`src/inc/word_bit_test_params.svh`:
```
`ifndef WORD_BIT_TEST_PARAMS_SVH
`define WORD_BIT_TEST_PARAMS_SVH

// Operand and word geometry
`define WBT_WORD_W        16
`define WBT_BIT_IDX_W     4
`define WBT_BIN_W         14
`define WBT_DIGITS        4
`define WBT_DIGIT_W       4
`define WBT_DIGIT_MAX     4'h9

// Highest legal bit number, binary form of BCD 0015
`define WBT_BIT_LAST      14'h000F

// Last addressable word of the indirectly addressed areas
`define WBT_DM_LAST_ADDR  14'h19FF
`define WBT_EM_LAST_ADDR  14'h17FF

// Reset values of the result
`define WBT_COND_RESET    1'b0
`define WBT_ERROR_RESET   1'b0

`endif

```
`src/inc/word_bit_test_pkg.sv`:
```
package word_bit_test_pkg;

    typedef enum logic [3:0] {
        io_area,
        special_area,
        auxiliary_area,
        data_memory_area,
        extended_memory_area,
        holding_area,
        link_area,
        timer_counter_area,
        immediate_area
    } area_t;

    typedef enum logic {
        bit_test_true,
        bit_test_inverted
    } test_op_t;

endpackage

```
`src/logic/word_bit_test_unit.sv`:
```
`timescale 1ns/1ps
`default_nettype none
`include "word_bit_test_params.svh"

// Behaviour
// RULE1: Positive test gives a true condition when the selected bit is one.
// RULE2: Inverted test gives a false condition when the selected bit is one.
// RULE3: Bit number is four-digit BCD, zero to fifteen inclusive.
// RULE4: Error flag rises for a non-BCD or out-of-range bit number.
// RULE5: Error flag rises for a bad indirect memory pointer or address past area end.
// RULE6: Program must place another instruction after either test in a rung. The unit does not check this.
// RULE7: Source from io to link areas; bit number also timer/counter or immediate.
// RULE8: Source word is 16 bits; bit zero is its least significant bit.
module word_bit_test_unit
(
    input  wire logic                         clk_sys,
    input  wire logic                         nrst,
    input  wire logic                         start,
    input  wire word_bit_test_pkg::test_op_t  opSel,
    input  wire word_bit_test_pkg::area_t     srcArea,
    input  wire logic                         srcIndirect,
    input  wire logic [`WBT_WORD_W-1:0]       srcPointer,
    input  wire logic [`WBT_WORD_W-1:0]       sourceWord,
    input  wire word_bit_test_pkg::area_t     bitArea,
    input  wire logic                         bitIndirect,
    input  wire logic [`WBT_WORD_W-1:0]       bitPointer,
    input  wire logic [`WBT_WORD_W-1:0]       bitOperand,
    output logic                              done,
    output logic                              execCond,
    output logic                              error_flag
);

    localparam int NCHK = 3;

    logic [`WBT_WORD_W-1:0] chkWord  [NCHK];
    logic                   chkBcd   [NCHK];
    logic [`WBT_BIN_W-1:0]  chkValue [NCHK];

    logic                     bitNumBad;
    logic                     srcPtrBad;
    logic                     bitPtrBad;
    logic                     areaBad;
    logic                     anyError;
    logic [`WBT_BIT_IDX_W-1:0] bitIdx;
    logic                     selected;
    logic                     next_cond;

    // Only memory areas may be reached through a pointer
    function automatic logic pointerBad
    (
        input logic                     indirect,
        input word_bit_test_pkg::area_t area,
        input logic                     isBcd,
        input logic [`WBT_BIN_W-1:0]    addr
    );
        logic bad;
        bad = 1'b0;
        if (indirect)
        begin
            if (area == word_bit_test_pkg::data_memory_area)
            begin
                bad = !isBcd || (addr > `WBT_DM_LAST_ADDR);
            end
            else if (area == word_bit_test_pkg::extended_memory_area)
            begin
                bad = !isBcd || (addr > `WBT_EM_LAST_ADDR);
            end
            else
            begin
                bad = 1'b1;
            end
        end
        return bad;
    endfunction

    assign chkWord[0] = bitOperand;
    assign chkWord[1] = srcPointer;
    assign chkWord[2] = bitPointer;

    genvar c;
    generate
        for (c = 0; c < NCHK; c = c + 1)
        begin : g_chk
            bcd_word_check u_chk
            (
                .word  (chkWord[c]),
                .isBcd (chkBcd[c]),
                .value (chkValue[c])
            );
        end
    endgenerate

    // Operand validation
    always_comb
    begin
        bitNumBad = !chkBcd[0] || (chkValue[0] > `WBT_BIT_LAST); // see RULE3 see RULE4
        srcPtrBad = pointerBad(srcIndirect, srcArea, chkBcd[1], chkValue[1]); // see RULE5
        bitPtrBad = pointerBad(bitIndirect, bitArea, chkBcd[2], chkValue[2]); // see RULE5
        // Source may not be a timer/counter or a constant
        areaBad   = (srcArea == word_bit_test_pkg::timer_counter_area)
                 || (srcArea == word_bit_test_pkg::immediate_area)
                 || (srcArea > word_bit_test_pkg::immediate_area)
                 || (bitArea > word_bit_test_pkg::immediate_area); // see RULE7
        anyError  = bitNumBad || srcPtrBad || bitPtrBad || areaBad;
    end

    // Bit selection and polarity
    always_comb
    begin
        bitIdx   = chkValue[0][`WBT_BIT_IDX_W-1:0];
        selected = sourceWord[bitIdx]; // see RULE8
        if (anyError)
        begin
            // A faulted test never enables what follows it
            next_cond = 1'b0;
        end
        else if (opSel == word_bit_test_pkg::bit_test_inverted)
        begin
            next_cond = !selected; // see RULE2
        end
        else
        begin
            next_cond = selected; // see RULE1
        end
    end

    always_ff @(posedge clk_sys)
    begin
        if (!nrst)
        begin
            done <= 1'b0;
        end
        else
        begin
            done <= start;
        end
    end

    // Result holds until the next executed test
    always_ff @(posedge clk_sys)
    begin
        if (!nrst)
        begin
            execCond <= `WBT_COND_RESET;
        end
        else if (start)
        begin
            execCond <= next_cond; // see RULE1 see RULE2
        end
    end

    always_ff @(posedge clk_sys)
    begin
        if (!nrst)
        begin
            error_flag <= `WBT_ERROR_RESET;
        end
        else if (start)
        begin
            error_flag <= anyError; // see RULE4 see RULE5
        end
    end

    // Reference bit index decoded straight from the two low BCD digits
    logic [`WBT_BIT_IDX_W-1:0] refIdx;
    logic                      refClean;

    assign refIdx   = bitOperand[4] ? bitOperand[3:0] + 4'hA : bitOperand[3:0];
    assign refClean = (bitOperand[15:5] == 11'h000) && (bitOperand[3:0] <= 4'h9)
                   && !(bitOperand[4] && bitOperand[3:0] > 4'h5)
                   && !srcIndirect && !bitIndirect
                   && (srcArea == word_bit_test_pkg::io_area)
                   && (bitArea == word_bit_test_pkg::immediate_area);

    a_true_polarity: assert property (@(posedge clk_sys) disable iff (!nrst) // see RULE1
        start && refClean && opSel == word_bit_test_pkg::bit_test_true
        |=> execCond == $past(sourceWord[refIdx]) && !error_flag)
        else $error("positive test result wrong");

    a_inverted_polarity: assert property (@(posedge clk_sys) disable iff (!nrst) // see RULE2
        start && refClean && opSel == word_bit_test_pkg::bit_test_inverted
        |=> execCond == !$past(sourceWord[refIdx]) && !error_flag)
        else $error("inverted test result wrong");

    a_bit_range_error: assert property (@(posedge clk_sys) disable iff (!nrst) // see RULE3
        start && bitOperand[15:4] == 12'h001 && bitOperand[3:0] > 4'h5
        |=> error_flag && !execCond)
        else $error("bit number above fifteen not flagged");

    a_nonbcd_error: assert property (@(posedge clk_sys) disable iff (!nrst) // see RULE4
        start && (bitOperand[3:0] > 4'h9 || bitOperand[11:8] > 4'h9)
        |=> error_flag)
        else $error("non-BCD bit number not flagged");

    a_pointer_error: assert property (@(posedge clk_sys) disable iff (!nrst) // see RULE5
        start && srcIndirect && srcArea == word_bit_test_pkg::data_memory_area
        && srcPointer[7:4] > 4'h9
        |=> error_flag)
        else $error("bad indirect pointer not flagged");

    a_source_area: assert property (@(posedge clk_sys) disable iff (!nrst) // see RULE7
        start && srcArea == word_bit_test_pkg::timer_counter_area
        |=> error_flag ##1 (error_flag || $past(start)))
        else $error("timer area source not flagged");

    a_msb_select: assert property (@(posedge clk_sys) disable iff (!nrst) // see RULE8
        start && refClean && bitOperand == 16'h0015
        && opSel == word_bit_test_pkg::bit_test_true
        |=> execCond == $past(sourceWord[15]))
        else $error("bit fifteen not the top bit");

    a_result_hold: assert property (@(posedge clk_sys) disable iff (!nrst) // see RULE1
        !start |=> $stable(execCond) && $stable(error_flag) && !done)
        else $error("result changed without a test");

    c_true_hit: cover property (@(posedge clk_sys) disable iff (!nrst)
        start && refClean && opSel == word_bit_test_pkg::bit_test_true ##1 execCond);

    c_inverted_hit: cover property (@(posedge clk_sys) disable iff (!nrst)
        start && refClean && opSel == word_bit_test_pkg::bit_test_inverted ##1 execCond);

    c_error_seen: cover property (@(posedge clk_sys) disable iff (!nrst)
        start ##1 error_flag);

    c_back_to_back: cover property (@(posedge clk_sys) disable iff (!nrst)
        start [*3]);

endmodule
`default_nettype wire

```
`src/logic/bcd_word_check.sv`:
```
`timescale 1ns/1ps
`default_nettype none
`include "word_bit_test_params.svh"

// Checks a four-digit BCD word and converts it to binary
module bcd_word_check
(
    input  wire logic [`WBT_WORD_W-1:0] word,
    output logic                        isBcd,
    output logic      [`WBT_BIN_W-1:0]  value
);

    logic [`WBT_DIGITS-1:0] digitOk;

    genvar d;
    generate
        for (d = 0; d < `WBT_DIGITS; d = d + 1)
        begin : g_digit
            assign digitOk[d] = word[d*`WBT_DIGIT_W +: `WBT_DIGIT_W] <= `WBT_DIGIT_MAX;
        end
    endgenerate

    assign isBcd = &digitOk;

    // Max 9999 fits in 14 bits
    assign value = 14'(word[15:12]) * 14'h03E8
                 + 14'(word[11:8])  * 14'h0064
                 + 14'(word[7:4])   * 14'h000A
                 + 14'(word[3:0]);

endmodule
`default_nettype wire

```
`config.mk`:
```
export PLATFORM = sky130hd
export DESIGN_NAME = word_bit_test_unit
export DESIGN_NICKNAME = d
export VERILOG_FILES = /design/src/inc/word_bit_test_pkg.sv /design/src/logic/word_bit_test_unit.sv /design/src/logic/bcd_word_check.sv
export VERILOG_INCLUDE_DIRS = /design/src /design/src/inc
export SDC_FILE = /design/constraint.sdc
export NUM_CORES = 1
export LEC_CHECK = 0
export BUFFER_PORTS_ARGS = -buffer_cell sky130_fd_sc_hd__clkbuf_2
export CAP_MARGIN = 20
export CELL_PAD_IN_SITES_DETAIL_PLACEMENT = 0
export CELL_PAD_IN_SITES_GLOBAL_PLACEMENT = 1
export CORE_MARGIN = 10
export CORE_UTILIZATION = 42
export CTS_CLUSTER_SIZE = 40
export DETAILED_ROUTE_END_ITERATION = 8
export GPL_TIMING_DRIVEN = 0
export HOLD_SLACK_MARGIN = 0.06
export PLACE_DENSITY = 0.92
export SYNTH_ARGS = -nofsm -noshare
export SYNTH_HDL_FRONTEND = slang
export SYNTH_HIERARCHICAL = 1
export SYNTH_SLANG_ARGS = --single-unit
```
`constraint.sdc`:
```
create_clock -name clk_sys -period 4.6 [get_ports clk_sys]
set_input_delay 0.23 -clock clk_sys [delete_from_list [all_inputs] [get_ports clk_sys]]
set_output_delay 0.23 -clock clk_sys [all_outputs]
set_load 0.01 [all_outputs]
```
## Word-level counts from Yosys, hierarchy flattened

Index checks and enable logic that the tools add are counted.

- Flip-flop bits (word level): 3
- Bits of input ports: 78
- Output and inout port bits: 3

- Add/subtract/negate cells: 9
- $mul: 9
- Order comparisons: 20
- Equality and inequality tests: 6
- Muxes and demuxes: 10
- Reduce and logical (&&, ||, !) cells: 18

Operator list:

| cell | number |
|---|---|
| > comparator 14 x 13 -> 1 bit, second input constant | 4 |
| <= comparator 4 bit, second input constant | 12 |
| adder 14 x 11 -> 14 bit | 3 |
| adder 14 x 4 -> 14 bit | 3 |
| adder 14 x 8 -> 14 bit | 3 |
| multiplier 4 x 7 -> 11 bit, second input constant | 3 |
| multiplier 4 x 5 -> 9 bit, second input constant | 3 |
| multiplier 4 x 3 -> 7 bit, second input constant | 3 |
| > comparator 14 x 4 -> 1 bit, second input constant | 1 |
| == test 4 x 3 -> 1 bit, second input constant | 3 |
| AND reduction 4 bit | 3 |
| logical OR 1 bit | 11 |
| 2-to-1 mux 1 bit | 9 |
| == test 4 x 2 -> 1 bit, second input constant | 2 |
| > comparator 4 bit, second input constant | 2 |
| less-than comparator 4 x 5 -> 1 bit, second input constant | 1 |
| binary-select mux 1 bit (select 4 bit) | 1 |
| == test 4 bit, second input constant | 1 |
| logical NOT 1 bit | 4 |

## Logic depth before layout (Yosys ltp)

Gate-level depths: netlist of run 1.

- Word-level depth: 13
- Depth in mapped cells: 22
- Depth with buffers taken out: 22

## Hierarchy

Netlist of run 1, hierarchy kept.

Modules (own cells, without submodules):

| module | instances | cells each | area an instance (um2) | seq. area each (um2) |
|---|---|---|---|---|
| bcd_word_check at g_chk[0].u_chk | 1 | 200 | 1757.9 | 0.0 |
| bcd_word_check at g_chk[2].u_chk | 1 | 199 | 1751.7 | 0.0 |
| bcd_word_check at g_chk[1].u_chk | 1 | 200 | 1747.9 | 0.0 |
| word_bit_test_unit | 1 | 45 | 405.4 | 60.1 |

## Worst setup path after synthesis of run 1

No wires, ideal clock.

- Path type: input-to-reg
- From: input srcPointer[13]
- To: register execCond
- Library setup time: 0.070 ns
- Arrival: 5.003 ns
- Required time: 4.530 ns
- Slack: -0.473 ns
- Stages on the path: 21
- Path through: fa_1 > inv_1 > fa_1 > inv_1 > ha_1 > nor2b_1 > o21ai_0 > nand2_1 > xnor2_1 > ha_1 > ha_1 > ha_1 > a21o_1 > a211oi_2 > mux2i_1 > a2111oi_2 > xnor2_1 > or4b_1 > o21ai_1 > o2111ai_1 > a21boi_1

RTL lines:

| item | line | source |
|---|---|---|
| from (decl) | word_bit_test_unit.sv:22 | `` input wire logic [`WBT_WORD_W-1:0] srcPointer, `` |
| to (signal assigned) | word_bit_test_unit.sv:144 | `` execCond <= `WBT_COND_RESET; `` |
| to (signal assigned) | word_bit_test_unit.sv:148 | `execCond <= next_cond;` |
| to (decl) | word_bit_test_unit.sv:29 | `output logic execCond,` |

==> results of run 1 <==
==> worst max path at each step <==
stage              startpoint  endpoint
2_1_floorplan  srcPointer[15]  execCond
3_3_place_gp   srcPointer[15]  execCond
3_5_place_dp   bitOperand[15]  execCond
4_1_cts        srcPointer[13]  execCond
5_1_grt        srcPointer[15]  execCond
6_report       srcPointer[15]  execCond
==> power groups by stage <==
stage                     registers, uW  clock network (uW)  logic (uW)
final                              27.9                 140        2610
after detailed placement           28.2                   0        2310
after CTS                          27.9                 144        2440
after global placement             28.1                   0        2250
after global routing               27.9                 144        2900
after floorplan                    28.6                   0        1860
==> state kept, by name, summed over array words and instances, names as in the netlist <==
signal and cells:
error_flag 1, execCond 1, done 1
==> through the flow <==
step / TNS, ns / total power [uW] / cell area (um2)
floorplan: -0.233 / 1890 / 5620
global placement: -1.23 / 2270 / 6220
finish: -0.373 / 2780 / 6690
global route: -0.726 / 3070 / 6690
detailed placement: -1.47 / 2340 / 6220
CTS: -0.509 / 2610 / 6500
==> layer usage <==
| layer | vias to the layer above | global-route usage (%) |
|---|---|---|
| met3 | 20 | 2.34 |
| met1 | 2186 | 16.1 |
| li1 | 2323 | - |
| met2 | 110 | 24.4 |
| met5 | - | 0 |
| met4 | 0 | 2.78 |
==> area by class of cell <==
type | count | share of cell area, %
timing repair buffer | 96 | 8.90
tap | 172 | 3.22
buffer | 1 | 0.112
multi-input combinational | 496 | 78.8
inverter | 122 | 6.84
clock buffer | 4 | 1.18
sequential | 3 | 0.898
==> repair_timing <==
item | in CTS | in global routing
endpoints found under the hold margin | 0 | 0
buffers inserted | 13 | 6
endpoints found under the setup margin | 2 | 2
resized for setup | 25 | 31
pin swaps | 36 | 28
cloned | 0 | 0
==> worst reg2reg max path, stage by stage (launching register included) <==
cell	delay, ns
dfxtp_1	0.31
o21ai_0	0.15
a31oi_1	0.05
==> impl_summary.log, run 1 <==
[metrics] count of warnings emitted by yosys: 6
[metrics] Die Footprint: 0.0181 mm2
[metrics] depth of the CTS H-tree: 1
[metrics] Worst Hold Launch: nrst
[metrics] Final Worst Setup Slack: -0.243 ns
[metrics] Worst Path Required: 4.76 ns
[metrics] post-synthesis net count: 919
[metrics] hold violation total from the final report: 0
[metrics] # clock sinks: 3
[metrics] power per standard cell area: 416 mW/mm2
[metrics] cell count of the worst hold path: 2
[metrics] part of the power in combinational logic: 94.0%
[metrics] clock edge transition at the registers on the reported setup and hold paths: 0.03 ns
[metrics] most used cells in the layout excluding fill and tap cells: ha_1, inv_1, clkbuf_2
[metrics] non-filler cells in the finished layout: 894
[metrics] count of final max-slew check failures: 0
[metrics] Slew @ Worst Pin: 0.332 ns
[metrics] clock tree from TritonCTS: yes
[metrics] insertion delay of the later-clocked pin in the worst-skew pair: 0.23 ns
[metrics] arrival time of data at the critical path endpoint: 5.00 ns
[metrics] sequential fraction of design power: 1.0%
[metrics] port buffer count: 77
[metrics] global-route usage over all layers: 13.4%
[metrics] Switching Share: 50.7%
[metrics] internal power: 1370 uW
[metrics] WL met3: 701 um
[metrics] post-detailed-route count of antenna-violating nets: 0
[metrics] placed insts: 871
[metrics] Area Overhead vs Synth: 21.3%
[metrics] DRC marker count from the first detailed-route iteration: 137
[metrics] Setup Skew: 0 ns
[metrics] number of antenna violations at the first check in global routing: 0
[metrics] fill count: 1173
[metrics] via count of the first global-routing pass: 4837
[metrics] effective utilization at floorplan: 43.4%
[metrics] reg2reg end: error_flag
[metrics] Psw: 1410 uW
[metrics] CTS buffer count: 3
[metrics] detailed-route wire length on metal 1: 5.59 mm
[metrics] RSZ-0062 raised after global routing: yes
[metrics] routed wire length: 12.8 mm
[metrics] dpl ws: -0.794 ns
[metrics] failing checks: negative setup slack
[metrics] flop-to-flop setup slack: 3.96 ns
[metrics] crit-path max cell delay: 0.58 ns
[metrics] master cell of the clock root buffer: clkbuf_16
[metrics] post-synthesis instance total: 622
[metrics] core region area: 0.0127 mm2
[metrics] Crit. path cell count: 22
[metrics] post-detailed-route DRC marker count: 0
[metrics] hold crit path type: in2reg
[metrics] routed wl met2: 6.29 mm
[metrics] Rel. slew slack: 77.7%
[metrics] summed instance area of the synthesized netlist: 0.00552 mm2
[metrics] Leak Pwr: 0.00349 uW
[metrics] fin nets: 1020
[metrics] grt ovf: 0
[metrics] Most common cell on crit path: ha_4
[metrics] number of setup violations in the final report: 2
[metrics] register area: 60.1 um2
[metrics] worst hold slack: 0.246 ns
[metrics] Crit Reg-Reg Startpoint: error_flag
[metrics] critical path startpoint category: primary input
[metrics] delay-heaviest family, CP: adder cells
[metrics] via/cell ratio: 5.19
[metrics] result of the run: finished, violations left
[metrics] n_diodes: 0
[metrics] global-route wire length before repair: 21.0 mm
[metrics] number of hold buffers added after CTS: 0
[metrics] post-detailed-route wirelength per cell: 14.3 um
[metrics] R2R cell count: 2
[metrics] Peak supply drop: 0.207 mV
[metrics] largest buffer count on any clock path: 2
[metrics] fmax: 206 MHz
[metrics] critical path class: in2reg
[metrics] footprint of the multi-input gates: 0.00528 mm2
[metrics] critical-path cell list: buf_12, fa_2, inv_2, fa_1, inv_2, ha_4, nor2b_4, o21ai_2, nand2_1, xnor2_1, ha_1, ha_4, ha_4, a21o_1, a211oi_2, mux2i_2, a2111oi_4, xnor2_1, or4b_1, o21ai_2, o2111ai_2, a21boi_1
[metrics] Hold Crit Endpoint: done
[metrics] Via Count: 4639
[metrics] die span in y: 135 um
[metrics] DRT Pass-1 Iters: 6
[metrics] Critical Path End Type: flip-flop
[metrics] leading cell type in the layout, fill and taps excluded: ha_1
[metrics] layout cell share with drive strength beyond 1: 21.9%
[metrics] number of max-cap violations: 0
[metrics] share of total power in the clock network: 5.0%
[metrics] minimum clock period after layout: 4.84 ns
[metrics] # IOs: 81
[metrics] average cell area after synthesis: 8.87 um2
[metrics] cell with the biggest individual delay on the critical path: fa_2
[metrics] routability cong.: 0.856
[metrics] end-of-flow core utilization: 52.6%
[metrics] num rows: 41
[metrics] Final Cycle Share: 105%
[metrics] top layer in use: met4
[metrics] pin count of the biggest net entering global routing: 8
[metrics] hpwl dp: 11.1 mm
[metrics] CP bufs+invs: 3
[metrics] die span in x: 135 um
[metrics] Crit Path Max Fanout: 5
No activity file was read; power rests on OpenSTA's default activity.
==> inputs of run 2 (changes only) <==
--- a/config.mk
+++ b/config.mk
@@ -6,7 +6,7 @@
 export SDC_FILE = /design/constraint.sdc
 export NUM_CORES = 1
 export LEC_CHECK = 0
-export BUFFER_PORTS_ARGS = -buffer_cell sky130_fd_sc_hd__clkbuf_2
+export BUFFER_PORTS_ARGS = -buffer_cell sky130_fd_sc_hd__buf_2
 export CAP_MARGIN = 20
 export CELL_PAD_IN_SITES_DETAIL_PLACEMENT = 0
 export CELL_PAD_IN_SITES_GLOBAL_PLACEMENT = 1
==> run 2 against run 1 <==
Setup slack gained 0.023 ns. Die area is the same. Fmax grew 0.47%. Core utilization shrank 0.67 points. Via count shrank 1.2%. Worst hold slack gained 0.0016 ns. Register-to-register slack is essentially flat. The run still ends with negative setup slack left. Critical path depth is the same. Combinational power shrank 2%.
==> impl_summary.log, run 2 (synthesis results as in run 1) <==
[metrics] number of hold buffers added after CTS: 0
[metrics] Via Count: 4585
[metrics] power per standard cell area: 412 mW/mm2
[metrics] via count of the first global-routing pass: 4935
[metrics] number of max-cap violations: 0
[metrics] Peak supply drop: 0.189 mV
[metrics] largest buffer count on any clock path: 2
[metrics] critical path class: in2reg
[metrics] setup total negative slack: -0.321 ns
[metrics] Setup Skew: 0 ns
[metrics] Crit Path Max Fanout: 3
[metrics] clock edge transition at the registers on the reported setup and hold paths: 0.03 ns
[metrics] Area Overhead vs Synth: 19.8%
[metrics] Switching Share: 50.3%
[metrics] fmax: 207 MHz
[metrics] placed insts: 871
[metrics] launching element of the worst setup path: srcPointer[13]
[metrics] part of the power in combinational logic: 93.9%
[metrics] failing checks: negative setup slack
[metrics] core region area: 0.0127 mm2
[metrics] pin count of the biggest net entering global routing: 8
[metrics] registers with the highest flip-flop counts: done x1, error_flag x1, execCond x1
[metrics] Slew @ Worst Pin: 0.357 ns
[metrics] Rel. slew slack: 76.0%
[metrics] count of final max-slew check failures: 0
[metrics] post-detailed-route wirelength per cell: 13.9 um
[metrics] CTS buffer count: 3
[metrics] dpl ws: -0.771 ns
[metrics] arrival time of data at the critical path endpoint: 4.98 ns
[metrics] effective utilization at floorplan: 43.4%
[metrics] routed wire length: 12.4 mm
[metrics] insertion delay of the later-clocked pin in the worst-skew pair: 0.22 ns
[metrics] DRC marker count from the first detailed-route iteration: 163
[metrics] hold crit path type: in2reg
[metrics] Leak Pwr: 0.00344 uW
[metrics] DRT Pass-1 Iters: 7
[metrics] global-route usage over all layers: 13.5%
[metrics] RSZ-0062 raised after global routing: yes
[metrics] port buffer count: 77
[metrics] Crit Reg-Reg Startpoint: error_flag
[metrics] internal power: 1350 uW
[metrics] most used cells in the layout excluding fill and tap cells: ha_1, inv_1, buf_2
[metrics] die span in x: 135 um
[metrics] master cell of the clock root buffer: clkbuf_16
[metrics] Psw: 1370 uW
[metrics] Worst Hold Launch: nrst
[metrics] die span in y: 135 um
[metrics] num rows: 41
[metrics] critical path startpoint category: primary input
[metrics] non-filler cells in the finished layout: 893
[metrics] number of setup violations in the final report: 2
[metrics] hold violation total from the final report: 0
[metrics] routability cong.: 0.862
[metrics] Worst Path Required: 4.76 ns
[metrics] global-route wire length before repair: 21.4 mm
[metrics] number of antenna violations at the first check in global routing: 1
[metrics] clock tree from TritonCTS: yes
[metrics] post-detailed-route DRC marker count: 0
[metrics] Die Footprint: 0.0181 mm2
[metrics] post-detailed-route count of antenna-violating nets: 0
[metrics] depth of the CTS H-tree: 1
[metrics] Final Cycle Share: 105%
[metrics] fin nets: 1018
[metrics] via/cell ratio: 5.13
[metrics] layout cell share with drive strength beyond 1: 20.6%
[metrics] # clock sinks: 3
[metrics] sequential fraction of design power: 1.0%
[metrics] leading cell type in the layout, fill and taps excluded: ha_1
[metrics] Critical Path End Type: flip-flop
[metrics] result of the run: finished, violations left
[metrics] # IOs: 81
[metrics] Final Worst Setup Slack: -0.220 ns
[metrics] grt ovf: 0
[metrics] share of total power in the clock network: 5.1%
[metrics] minimum clock period after layout: 4.82 ns
[metrics] hpwl dp: 10.8 mm
==> run 2: changes by cell type in the layout (fill, tap and decap cells not counted), moves of 2 or more <==
cell,delta
buf_6,+3
clkbuf_2,-70
a21oi_2,-2
nand2_1,+4
o21ai_1,+2
ha_1,-3
a21oi_1,+2
nand2_2,-4
buf_2,+70
buf_8,-2
ha_2,+2
==> run 2: per-layer routing <==
| metal | wire [um] | track usage, % | up-vias |
|---|---|---|---|
| met4 | 131 | 2.18 | 0 |
| li1 | - | - | 2317 |
| met5 | 0 | 0 | - |
| met2 | 6050 | 24.8 | 96 |
| met3 | 638 | 2.11 | 14 |
| met1 | 5600 | 16.4 | 2158 |
==> run 2: final timing paths <==
check,endpoint,slack (ns),cells past startpoint
hold / removal,done,0.25,2
hold reg to reg,execCond,0.51,2
setup / recovery,execCond,-0.22,22
setup reg to reg,error_flag,3.97,2
==> run 2: final cells by class <==
cell class / instances / area (um2)
Antenna cell: 1 / 2.50
Buffer: 1 / 7.51
Clock buffer: 4 / 78.8
Fill cell: 1183 / 6120
Inverter: 122 / 458
Multi-Input combinational cell: 496 / 5240
Sequential cell: 3 / 60.1
Tap cell: 172 / 215
Timing Repair Buffer: 94 / 547
==> run 2: per-stage QoR <==
step / cell area [um2] / total power [uW] / hold slack (ns) / util, %
floorplan: 5620 / 1890 / 0.352 / -
global placement: 6220 / 2280 / 0.458 / 48.9
detailed placement: 6220 / 2330 / 0.474 / 48.9
CTS: 6520 / 2630 / 0.245 / 51.2
global route: 6600 / 3050 / 0.260 / 51.9
finish: 6610 / 2720 / 0.248 / 51.9
==> run 2: power groups by stage <==
stage | logic, uW | registers (uW) | clock network (uW)
3_5_place_dp | 2300 | 28.1 | 0
5_1_grt | 2880 | 27.9 | 141
3_3_place_gp | 2250 | 28.1 | 0
6_report | 2550 | 27.8 | 140
2_1_floorplan | 1860 | 28.6 | 0
4_1_cts | 2470 | 27.8 | 140
==> run 2: what timing repair did <==
item | in CTS | in global routing
setup endpoints to repair | 2 | 2
setup buffers | 16 | 1
resized for setup | 21 | 20
pin swaps | 34 | 22
==> run 2: worst max-delay path, stage by stage <==
cell and delay, ns:
buf_8 0.10, fa_2 0.59, inv_2 0.06, fa_1 0.51
inv_2 0.05, ha_4 0.21, nor2b_4 0.12, o21ai_2 0.13
nand2_1 0.09, xnor2_1 0.13, ha_1 0.33, ha_4 0.26
ha_4 0.23, a21o_1 0.20, a211oi_2 0.26, mux2i_2 0.30
a2111oi_4 0.06, xnor2_1 0.13, or4b_1 0.53, o21ai_2 0.19
o2111ai_1 0.13, a21boi_1 0.14
==> inputs of run 3 (changes only) <==
--- a/config.mk
+++ b/config.mk
@@ -17,6 +17,7 @@
 export GPL_TIMING_DRIVEN = 0
 export HOLD_SLACK_MARGIN = 0.06
 export PLACE_DENSITY = 0.92
+export RECOVER_POWER = 50
 export SYNTH_ARGS = -nofsm -noshare
 export SYNTH_HDL_FRONTEND = slang
 export SYNTH_HIERARCHICAL = 1
==> run 3 against run 2 <==
The run still ends with negative setup slack left. Clock skew unchanged. Critical endpoint unchanged. Die area unchanged. Non-clock buffer count unchanged. Clock-buffer cell count unchanged. Total power about the same. Setup slack about the same. Critical path type unchanged. First-iteration DRC count unchanged. Combinational power about the same. Design area about the same. Wire length about the same. Worst hold slack about the same. Largest power group unchanged.
==> impl_summary.log, run 3 (synthesis results as in run 1) <==
[metrics] result of the run: finished, violations left
[metrics] failing checks: negative setup slack
[metrics] fill count: 1185
[metrics] RSZ-0062 raised after global routing: yes
[metrics] registers with the highest flip-flop counts: done x1, error_flag x1, execCond x1
[metrics] Die Footprint: 0.0181 mm2
[metrics] num rows: 41
[metrics] Critical Path End Type: flip-flop
[metrics] # IOs: 81
[metrics] clock edge transition at the registers on the reported setup and hold paths: 0.03 ns
[metrics] Most common cell on crit path: ha_4
[metrics] insertion delay of the later-clocked pin in the worst-skew pair: 0.22 ns
[metrics] core region area: 0.0127 mm2
[metrics] top layer in use: met4
[metrics] post-detailed-route DRC marker count: 0
[metrics] routed wire length: 12.4 mm
[metrics] Setup Skew: 0 ns
[metrics] register area: 60.1 um2
[metrics] end-of-flow core utilization: 51.9%
[metrics] largest buffer count on any clock path: 2
[metrics] post-detailed-route count of antenna-violating nets: 0
[metrics] global-route usage over all layers: 13.5%
[metrics] Via Count: 4586
[metrics] arrival time of data at the critical path endpoint: 4.98 ns
[metrics] Slew @ Worst Pin: 0.357 ns
[metrics] hpwl dp: 10.8 mm
[metrics] critical-path cell list: buf_8, fa_2, inv_2, fa_1, inv_2, ha_4, nor2b_4, o21ai_2, nand2_1, xnor2_1, ha_1, ha_4, ha_4, a21o_1, a211oi_2, mux2i_2, a2111oi_4, xnor2_1, or4b_1, o21ai_2, o2111ai_1, a21boi_1
[metrics] global-route wire length before repair: 21.4 mm
[metrics] footprint of the multi-input gates: 0.00524 mm2
[metrics] Rel. slew slack: 76.0%
[metrics] pin count of the biggest net entering global routing: 8
[metrics] Crit Path Max Fanout: 3
[metrics] depth of the CTS H-tree: 1
[metrics] hold crit path type: in2reg
[metrics] Final Cycle Share: 105%
[metrics] minimum clock period after layout: 4.82 ns
[metrics] die span in y: 135 um
[metrics] fin nets: 1018
[metrics] number of setup violations in the final report: 2
[metrics] placed insts: 871
[metrics] DRT Pass-1 Iters: 5
[metrics] cell with the biggest individual delay on the critical path: fa_2
[metrics] delay-heaviest family, CP: adder cells
[metrics] non-filler cells in the finished layout: 893
[metrics] sequential fraction of design power: 1.0%
[metrics] CP bufs+invs: 3
[metrics] most used cells in the layout excluding fill and tap cells: ha_1, inv_1, buf_2
[metrics] critical path startpoint category: primary input
[metrics] Leak Pwr: 0.00343 uW
[metrics] via/cell ratio: 5.14
[metrics] critical path class: in2reg
[metrics] number of max-cap violations: 0
[metrics] routability cong.: 0.862
[metrics] count of final max-slew check failures: 0
[metrics] die span in x: 135 um
[metrics] WL met3: 622 um
[metrics] port buffer count: 77
[metrics] DRC marker count from the first detailed-route iteration: 163
[metrics] effective utilization at floorplan: 43.4%
[metrics] fmax: 207 MHz
[metrics] Peak supply drop: 0.189 mV
[metrics] part of the power in combinational logic: 93.9%
[metrics] via count of the first global-routing pass: 4935
[metrics] share of total power in the clock network: 5.1%
[metrics] internal power: 1350 uW
[metrics] setup total negative slack: -0.321 ns
[metrics] grt ovf: 0
[metrics] # clock sinks: 3
[metrics] post-detailed-route wirelength per cell: 13.9 um
[metrics] hold violation total from the final report: 0
[metrics] CTS buffer count: 3
[metrics] routed wl met2: 6.05 mm
[metrics] worst hold slack: 0.248 ns
[metrics] number of antenna violations at the first check in global routing: 1
[metrics] Switching Share: 50.3%
[metrics] master cell of the clock root buffer: clkbuf_16
[metrics] leading cell type in the layout, fill and taps excluded: ha_1
[metrics] Psw: 1370 uW
[metrics] layout cell share with drive strength beyond 1: 20.3%
[metrics] clock tree from TritonCTS: yes
[metrics] sum of internal, switching and leakage power: 2720 uW
[metrics] Final Worst Setup Slack: -0.220 ns
[metrics] Worst Path Required: 4.76 ns
[metrics] power per standard cell area: 412 mW/mm2
[metrics] number of hold buffers added after CTS: 0
[metrics] detailed-route wire length on metal 1: 5.62 mm
[metrics] crit-path max cell delay: 0.59 ns
[metrics] Area Overhead vs Synth: 19.7%
run 3: path summary, 6_finish.rpt:
kind / depth (start not counted) / start / to / slack [ns]
max: 22 / srcPointer[13] / execCond / -0.22
min: 2 / nrst / done / 0.25
max reg2reg: 2 / error_flag / error_flag / 3.97
min reg2reg: 2 / execCond / execCond / 0.51
run 3: routing by layer:
layer	vias to the layer above	track usage (%)
met5	-	0
met4	0	2.18
met3	14	2.11
met2	96	24.8
met1	2160	16.4
li1	2316	-
run 3: cell type report:
cell class | count | share of cell area [%]
multi-input combinational | 496 | 79.3
antenna | 1 | 0.0379
inverter | 122 | 6.94
clock buffer | 4 | 1.19
timing repair buffer | 94 | 8.24
buffer | 1 | 0.114
tap | 172 | 3.26
sequential | 3 | 0.910
run 3: through the flow:
stage | area (um2) | worst slack, ns
final | 6600 | -0.220
after global routing | 6600 | -0.417
after CTS | 6520 | -0.305
after detailed placement | 6220 | -0.771
after global placement | 6220 | -0.650
after floorplan | 5620 | -0.164
run 3: timing repair:
item	in CTS	in global routing
gates cloned	0	0
gates resized for setup	21	20
endpoints found under the hold margin	0	0
pin swaps	34	22
buffers inserted	16	1
setup endpoints to repair	2	2
run 3: power by group through the flow:
stage               sequential, uW  combinational [uW]  clock [uW]
finish                        27.8                2550         139
global route                  28.0                2880         141
CTS                           27.8                2470         140
detailed placement            28.1                2300           0
global placement              28.1                2250           0
floorplan                     28.6                1860           0
run 3: worst register-to-register path: stages (launching register included):
cell	delay (ns)
dfxtp_1	0.31
o21ai_0	0.14
a31oi_1	0.05
